**src/rtl/fault_signal_pkg.sv**
```systemverilog
// fault_signal_pkg: shared types and constants for the error node fault signaling gate.
// assumes a single clock domain; every control and status bit is a plain port of the top module.
package fault_signal_pkg;

    // how each fault interrupt enable or abort enable is built
    typedef enum logic [1:0] {
        CTRL_ABSENT,
        CTRL_SINGLE,
        CTRL_SPLIT
    } ctrl_impl_type;

    // classification of a recorded error
    typedef enum logic [1:0] {
        CLASS_NONE,
        CLASS_CORRECTED,
        CLASS_DEFERRED,
        CLASS_UNCORRECTED
    } err_class_type;

    localparam int SYNDROME_W = 8;

    // software fault syndrome codes
    localparam logic [SYNDROME_W-1:0] SYND_ILLEGAL_ADDRESS = 8'h0d;
    localparam logic [SYNDROME_W-1:0] SYND_ILLEGAL_ACCESS  = 8'h0e;
    localparam logic [SYNDROME_W-1:0] SYND_ILLEGAL_STATE   = 8'h0f;

    // software fault kinds, reported by the requester-side checker
    typedef enum logic [1:0] {
        SWF_NONE,
        SWF_ADDRESS,
        SWF_ACCESS,
        SWF_STATE
    } swf_kind_type;

    // control bits written by software
    typedef struct packed {
        logic corrected_event_irq_enable;
        logic general_fault_irq_enable;
        logic general_fault_irq_enable_rd;
        logic general_fault_irq_enable_wr;
        logic uncorrected_abort_enable;
        logic read_abort_enable;
        logic write_abort_enable;
    } node_control_reg_type;

    // feature bits read by software
    typedef struct packed {
        logic         fault_irq_present;
        logic         corrected_ctl_present;
        ctrl_impl_type general_ctl;
        logic         abort_present;
        ctrl_impl_type abort_ctl;
        logic         counter_present;
    } node_feature_reg_type;

    // one error as presented by the recording logic
    typedef struct packed {
        logic                  valid;
        err_class_type         err_class;
        logic                  is_write;
        logic                  syndrome_dropped;
        swf_kind_type          swf_kind;
        logic [SYNDROME_W-1:0] syndrome;
    } err_report_type;

    localparam logic RESET_LEVEL = 1'b0;

endpackage

```
**src/rtl/abort_decider.sv**
```systemverilog
// abort_decider: decides whether an uncorrected error is answered with an in-band error response.
// assumes the control and report inputs are already on the core clock; purely combinational.
`timescale 1ns/1ps

module abort_decider #(
    parameter bit            ABORT_PRESENT = 1'b1,
    parameter fault_signal_pkg::ctrl_impl_type ABORT_CTL = fault_signal_pkg::CTRL_SINGLE
) (
    input  wire logic                                  uncorrected_i,
    input  wire logic                                  is_write_i,
    input  wire fault_signal_pkg::node_control_reg_type ctrl_i,
    output logic                                       abort_o
);
    import fault_signal_pkg::*;

    logic enabled;

    always_comb
    begin
        // absent support means no enable and no abort
        if (!ABORT_PRESENT)
        begin
            enabled = 1'b0;
        end
        else
        begin
            unique case (ABORT_CTL)
                CTRL_ABSENT:
                    enabled = 1'b1;
                CTRL_SINGLE:
                    enabled = ctrl_i.uncorrected_abort_enable;
                CTRL_SPLIT:
                    enabled = is_write_i ? ctrl_i.write_abort_enable : ctrl_i.read_abort_enable;
                default:
                    enabled = 1'b0;
            endcase
        end
        abort_o = enabled & uncorrected_i;
    end

endmodule

```
**src/rtl/error_node_fault_signaling.sv**
```systemverilog
// error_node_fault_signaling: per-node gate for the fault handling interrupt and in-band aborts.
// assumes error reports, counter overflows and software writes arrive on CORE_CLK_I; no register bus.
//
// What this block does
// - feature output tells software which fault and abort enables exist.
// - corrected-event interrupt enable is optional when fault interrupt exists.
// - with that enable, corrected events interrupt only while it is one.
// - with corrected enable, general enable gates deferred and uncorrected errors.
// - without corrected enable, a general enable may still exist.
// - general enable alone gates all three error classes together.
// - without general enable, every deferred or uncorrected error and every corrected event raises the fault interrupt.
// - no fault interrupt means neither enable is implemented.
// - with a counter, overflow setting the flag from zero is an event.
// - software set or repeated overflow may or may not give an event.
// - without a counter, each corrected recording is a corrected event.
// - general interrupt enable is single or split into read and write; corrected enable is single.
// - interrupt is raised even when the syndrome is dropped.
// - abort enable is optional when in-band responses are supported.
// - with abort enable, uncorrected errors abort only while it is one.
// - support without enable means uncorrected errors always abort.
// - no abort support means no abort enable is implemented.
// - abort enable is single or split into read and write.
// - an uncorrected error answered with abort sets the status abort flag.
// - software faults record syndrome codes 13, 14 and 15.
`timescale 1ns/1ps

module error_node_fault_signaling #(
    parameter bit                              FAULT_IRQ_PRESENT     = 1'b1,
    parameter bit                              CORRECTED_CTL_PRESENT = 1'b1,
    parameter fault_signal_pkg::ctrl_impl_type GENERAL_CTL           = fault_signal_pkg::CTRL_SINGLE,
    parameter bit                              ABORT_PRESENT         = 1'b1,
    parameter fault_signal_pkg::ctrl_impl_type ABORT_CTL             = fault_signal_pkg::CTRL_SINGLE,
    parameter bit                              COUNTER_PRESENT       = 1'b1,
    parameter bit                              EVENT_ON_SW_SET       = 1'b0
) (
    input  wire logic                                   CORE_CLK_I,
    input  wire logic                                   RST_I,
    input  wire fault_signal_pkg::node_control_reg_type NODE_CONTROL_REG_I,
    input  wire fault_signal_pkg::err_report_type       ERR_REPORT_I,
    input  wire logic                                   COUNTER_OVERFLOW_I,
    input  wire logic                                   OVERFLOW_SW_SET_I,
    input  wire logic                                   OVERFLOW_SW_CLEAR_I,
    input  wire logic                                   VALID_CLEAR_I,
    output logic                                        FAULT_IRQ_O,
    output logic                                        ABORT_RESP_O,
    output logic                                        RECORD_VALID_O,
    output logic                                        INBAND_ABORT_FLAG_O,
    output logic                                        OVERFLOW_FLAG_O,
    output logic [fault_signal_pkg::SYNDROME_W-1:0]     SYNDROME_CLASS_CODE_O,
    output fault_signal_pkg::err_class_type             RECORD_CLASS_O,
    output fault_signal_pkg::node_feature_reg_type      NODE_FEATURE_REG_O
);
    import fault_signal_pkg::*;

    typedef struct packed {
        logic                  irq;
        logic                  abort_resp;
        logic                  valid;
        logic                  inband_abort_flag;
        logic                  overflow_flag;
        logic [SYNDROME_W-1:0] syndrome_class_code;
        err_class_type         rec_class;
        node_feature_reg_type  feature;
    } state_type;

    state_type state;
    state_type next_state;

    // enables exist only with a fault interrupt
    localparam bit CORR_CTL_IMPL = FAULT_IRQ_PRESENT && CORRECTED_CTL_PRESENT;
    localparam ctrl_impl_type GEN_CTL_IMPL = !FAULT_IRQ_PRESENT ? CTRL_ABSENT :
                                             (CORR_CTL_IMPL && GENERAL_CTL == CTRL_ABSENT) ? CTRL_SINGLE :
                                             GENERAL_CTL;

    logic                 rec;
    logic                 is_corr;
    logic                 corr_event;
    logic                 general_en;
    logic                 corr_en;
    logic                 qualifies;
    logic                 abort_now;
    logic                 ctrl_uncorrected;
    node_control_reg_type ctrl;

    function automatic logic [SYNDROME_W-1:0] swf_code(input swf_kind_type kind,
                                                       input logic [SYNDROME_W-1:0] other);
        unique case (kind)
            SWF_ADDRESS: swf_code = SYND_ILLEGAL_ADDRESS;
            SWF_ACCESS:  swf_code = SYND_ILLEGAL_ACCESS;
            SWF_STATE:   swf_code = SYND_ILLEGAL_STATE;
            SWF_NONE:    swf_code = other;
        endcase
    endfunction

    assign ctrl             = NODE_CONTROL_REG_I;
    assign ctrl_uncorrected = ERR_REPORT_I.valid && ERR_REPORT_I.err_class == CLASS_UNCORRECTED;

    abort_decider #(
        .ABORT_PRESENT (ABORT_PRESENT),
        .ABORT_CTL     (ABORT_CTL)
    ) u_abort (
        .uncorrected_i (ctrl_uncorrected),
        .is_write_i    (ERR_REPORT_I.is_write),
        .ctrl_i        (ctrl),
        .abort_o       (abort_now)
    );

    always_comb
    begin
        next_state = state;
        rec     = ERR_REPORT_I.valid && ERR_REPORT_I.err_class != CLASS_NONE;
        is_corr = rec && ERR_REPORT_I.err_class == CLASS_CORRECTED;

        unique case (GEN_CTL_IMPL)
            // absent general enable means enabled whenever the fault interrupt exists
            CTRL_ABSENT: general_en = FAULT_IRQ_PRESENT;
            CTRL_SINGLE: general_en = ctrl.general_fault_irq_enable;
            CTRL_SPLIT:  general_en = ERR_REPORT_I.is_write ? ctrl.general_fault_irq_enable_wr
                                                            : ctrl.general_fault_irq_enable_rd;
            default:     general_en = 1'b0;
        endcase

        // corrected events follow their own enable, or the general one when theirs is absent
        corr_en = CORR_CTL_IMPL ? ctrl.corrected_event_irq_enable : general_en;

        // overflow raising the flag from zero
        // repeat or software set is a build choice
        // without a counter, corrected records are events
        if (COUNTER_PRESENT)
        begin
            corr_event = (COUNTER_OVERFLOW_I && (!state.overflow_flag || EVENT_ON_SW_SET))
                       || (EVENT_ON_SW_SET && OVERFLOW_SW_SET_I && !state.overflow_flag);
        end
        else
        begin
            corr_event = is_corr;
        end

        // general enable gates deferred and uncorrected
        qualifies = FAULT_IRQ_PRESENT
                  && ((corr_event && corr_en) || (rec && !is_corr && general_en));

        // overflow flag: set wins over software clear
        if (OVERFLOW_SW_CLEAR_I)
        begin
            next_state.overflow_flag = 1'b0;
        end
        if (COUNTER_PRESENT && (COUNTER_OVERFLOW_I || OVERFLOW_SW_SET_I))
        begin
            next_state.overflow_flag = 1'b1;
        end

        // record status; a clear in the same cycle as a new record loses
        if (VALID_CLEAR_I)
        begin
            next_state.valid             = 1'b0;
            next_state.inband_abort_flag = 1'b0;
            next_state.irq               = 1'b0;
        end
        if (rec)
        begin
            next_state.valid = 1'b1;
            // dropped syndromes keep the higher priority one already held
            if (!ERR_REPORT_I.syndrome_dropped || !state.valid || VALID_CLEAR_I)
            begin
                next_state.rec_class = ERR_REPORT_I.err_class;
                next_state.syndrome_class_code = swf_code(ERR_REPORT_I.swf_kind, ERR_REPORT_I.syndrome);
            end
            if (abort_now)
            begin
                next_state.inband_abort_flag = 1'b1;
            end
        end

        // level interrupt held until valid clears
        if (qualifies)
        begin
            next_state.irq = 1'b1;
        end

        // response to the requester one cycle after the report
        next_state.abort_resp = abort_now;

        next_state.feature.fault_irq_present     = FAULT_IRQ_PRESENT;
        next_state.feature.corrected_ctl_present = CORR_CTL_IMPL;
        next_state.feature.general_ctl           = GEN_CTL_IMPL;
        next_state.feature.abort_present         = ABORT_PRESENT;
        next_state.feature.abort_ctl             = ABORT_PRESENT ? ABORT_CTL : CTRL_ABSENT;
        next_state.feature.counter_present       = COUNTER_PRESENT;
    end

    always_ff @(posedge CORE_CLK_I)
    begin
        if (RST_I)
        begin
            state <= '0;
        end
        else
        begin
            state <= next_state;
        end
    end

    // feature output shows zero during reset and the build value from the next edge on
    assign FAULT_IRQ_O           = state.irq;
    assign ABORT_RESP_O          = state.abort_resp;
    assign RECORD_VALID_O        = state.valid;
    assign INBAND_ABORT_FLAG_O   = state.inband_abort_flag;
    assign OVERFLOW_FLAG_O       = state.overflow_flag;
    assign SYNDROME_CLASS_CODE_O = state.syndrome_class_code;
    assign RECORD_CLASS_O        = state.rec_class;
    assign NODE_FEATURE_REG_O    = state.feature;

endmodule

```
**config.mk**
```make
export PLATFORM = sky130hd
export DESIGN_NAME = error_node_fault_signaling
export DESIGN_NICKNAME = d
export VERILOG_FILES = /design/src/rtl/fault_signal_pkg.sv /design/src/rtl/abort_decider.sv /design/src/rtl/error_node_fault_signaling.sv
export SDC_FILE = /design/constraint.sdc
export NUM_CORES = 1
export LEC_CHECK = 0
export BUFFER_PORTS_ARGS = -buffer_cell sky130_fd_sc_hd__buf_2
export CAP_MARGIN = 15
export CORE_UTILIZATION = 30
export DETAILED_ROUTE_END_ITERATION = 6
export PLACE_DENSITY = 0.76
export SLEW_MARGIN = 20
export SYNTH_ARGS = -nofsm -noshare
export SYNTH_HDL_FRONTEND = slang
export SYNTH_SLANG_ARGS = --single-unit
```
**constraint.sdc**
```tcl
create_clock -name CORE_CLK_I -period 0.9 [get_ports CORE_CLK_I]
set_input_delay 0.045 -clock CORE_CLK_I [delete_from_list [all_inputs] [get_ports CORE_CLK_I]]
set_output_delay 0.045 -clock CORE_CLK_I [all_outputs]
set_load 0.01 [all_outputs]
```
==> reports/metrics.yaml <==
place:
  dp_hpwl_microns: 1280
  pre_cts_ws_ns: -0.148
  place.gp.congestion: 0.731
  port_buffers: 43
timing:
  skew_ns: 0.00925
  timing.fmax_ghz: 0.992
  setup_ws_ns: -0.108
  final-max-slew-violation-count: 0
  fin_crit_ns: 1.01
  setup_viol: 11
  tns_ns: -0.774
  hold_viol_final: 0
  rsz0062_at_grt: "yes"
  period_share_pct: 112
power_and_ir_drop:
  ir_drop_uv: 695
  pwr_density_cell_nw_per_um2: 1500
  p_leak_nw: 0.446
die:
  die_area_sq_um: 2620
  die_height_microns: 51.2
  ios: 51
  row_count: 17
  core-area_sq_um: 2250
  start_util_pct: 32.2
  die_w_microns: 51.2
synthesis:
  yosysTopAreaCell: "dfxtp_1"
  synthXorXnorAreaFrac_pct: 0
  synthMuxAreaShare_pct: 0
  avgSynthCellArea_sq_um: 8.97
  seq_area_frac_synth_pct: 44.1
  synthCells: 81
  synthFlopType: "dfxtp_1"
  synth_commonest_cells: "dfxtp_1 (16), a21oi_1 (13), buf_4 (8), nand2b_1 (5), nand4_1 (5)"
  synthAdderAreaFrac_pct: 0
  synth-edff-count: 0
  synthSimpleGateAreaFrac_pct: 20.0
  synth_area_leaders: "dfxtp_1 (44%), a21oi_1 (9.0%), buf_4 (8.3%), nand2b_1 (4.3%), nand4_1 (4.3%)"
  synth_warnings: 0
  syn-cell-area_sq_um: 727
  synth_top_family_by_area: "compound AO/OA/AOI/OAI gates"
  ys_seq_elements: 16
  synth_compound_area_share_pct: 24.3
  yosysMostFrequentCell: "dfxtp_1"
  yosysTopAreaCellShare_pct: 44.1
  ys_types: 26
  synthArstFlopShare_pct: 0
critical_path:
  start_kind: "register"
  r2r_start: "RECORD_VALID_O$_SDFFE_PP0P_"
  worstSetupPathType: "reg2reg"
  cp-endpoint: "SYNDROME_CLASS_CODE_O[0]$_SDFFE_PP0P_"
  reg2reg_to: "SYNDROME_CLASS_CODE_O[0]$_SDFFE_PP0P_"
  path_max_fanout: 7
  rrSetupSlack_ns: -0.11
  cp_slowest_cell: "dfxtp_4"
  worstPathArrival_ns: 1.19
  critPathLaunch: "RECORD_VALID_O$_SDFFE_PP0P_"
  crit_path_end_kind: "register"
  cp_slowest_stage_delay_ns: 0.36
  crit_required_ns: 1.08
  path_cells: "and3b_2 > nor2_4 > a311oi_2"
  rr_worst_depth: 3
clocking:
  cts_htree_levels: 1
  clkLatencyLatePin_ns: 0.29
  cts.sinks: 16
  cts_inserted_buffers: 3
  cts_root_buf: "clkbuf_4"
  clk_pin_slew_ns: 0.10
  post_cts_buffers: 0
  cts_tree: "built"
  ctsLongestPathBuffers: 2
flow_run:
  drv_cap: 0
drt:
  antenna_left: 0
  wl_microns: 1760
  firstDrtPassIters: 4
  dr.first_iter.drc_count: 13
  routedWlPerCell_microns: 11.9
  drc: 0
  dr_total_vias: 719
  viasPerCell: 4.86
min_path:
  hold_class: "in2reg"
  worstHoldStart: "ERR_REPORT_I[7]"
cells_and_area:
  nets: 149
  layout-area-overhead-vs-synth_pct: 34.9
  diodes: 0
  drive_gt1_share_pct: 50.8
global_routing:
  grt_pass1_wl_microns: 2540
  antenna_found_initial: 0
  grt_pass1_vias: 620
  grt-ovfl-total: 0
  grt_usage_pct: 13.3
  grt_max_degree: 17
run_status:
  violations: "negative setup slack"
  status: "finished, violations left"
[report_power, final]
part / switching, mW / leakage, nW / total (mW) / internal (mW)
Sequential: 0.0231 / 0.132 / 0.769 / 0.746
Combinational: 0.155 / 0.299 / 0.287 / 0.132
Clock: 0.239 / 0.0150 / 0.412 / 0.172
[routing by layer]
layer	track usage [%]	wire, microns
met4	8.56	29
met2	21.5	794
met5	0	0
met1	15.4	765
met3	3.57	166
[worst min path at each step]
stage | end | slack, ns | depth (start not counted)
6_report | SYNDROME_CLASS_CODE_O[7]$_SDFFE_PP0P_ | 0.004 | 3
5_1_grt | SYNDROME_CLASS_CODE_O[6]$_SDFFE_PP0P_ | 0.009 | 3
4_1_cts | SYNDROME_CLASS_CODE_O[6]$_SDFFE_PP0P_ | 0.007 | 3
3_5_place_dp | OVERFLOW_FLAG_O$_SDFFE_PP0P_ | 0.29 | 3
3_3_place_gp | OVERFLOW_FLAG_O$_SDFFE_PP0P_ | 0.29 | 3
2_1_floorplan | RECORD_CLASS_O[0]$_SDFFE_PP0P_ | 0.19 | 2
[through the flow]
step           cells  hold slack [ns]  power [mW]  instance area, sq um  utilization, %
2_1_floorplan     82            0.193       0.947                   738               -
3_3_place_gp     143            0.286        1.04                   918            40.7
3_5_place_dp     143            0.290        1.05                   918            40.7
4_1_cts          148          0.00691        1.46                   975            43.2
5_1_grt          148          0.00887        1.52                   981            43.5
6_report         148          0.00417        1.47                   981            43.5
[cells by family after synthesis]
logic type	count (synthesis)
AO/OA/AOI/OAI	27
buffers and inverters	13
flip-flops	16
other	1
AND/OR/NAND/NOR	24
[layout by cell type (no fill, tap or decap), types with 2 or more instances in the layout]
cell type   n
buf_2      42
dfxtp_1    14
a21oi_1    11
o21ai_1     5
nand2b_1    5
nand4_1     5
nand3_1     3
nor2_1      3
a21oi_2     3
a211oi_2    3
clkbuf_4    3
inv_1       2
nand2_1     2
nor3_1      2
conb_1      2
[registers in the layout (all words and copies together), names as in the netlist]
name                   flops
RECORD_CLASS_O             2
SYNDROME_CLASS_CODE_O      8
INBAND_ABORT_FLAG_O        1
RECORD_VALID_O             1
NODE_FEATURE_REG_O         1
FAULT_IRQ_O                1
OVERFLOW_FLAG_O            1
ABORT_RESP_O               1
[cell type report]
class,count,area (sq um)
fill,254,1270
inverter,2,7.51
timing repair buffer,45,239
multi-input combinational,53,348
clock buffer,4,26.3
sequential,16,325
tap,28,35.0
[critical path, delay by kind of cell (launching register included)]
| kind | cells | cell delay (ns) |
|---|---|---|
| flip-flops | 1 | 0.36 |
| AO/OA/AOI/OAI | 1 | 0.11 |
| AND/OR/NAND/NOR | 2 | 0.42 |
[repair_timing]
| item | 4_1_cts | 5_1_grt |
|---|---|---|
| pin swaps | 1 | 0 |
| endpoints found under the hold margin | 1 | 0 |
| hold buffers | 1 | 0 |
| resized for setup | 5 | 3 |
| endpoints found under the setup margin | 11 | 17 |
Note: power is estimated with default switching activity, not from simulation.
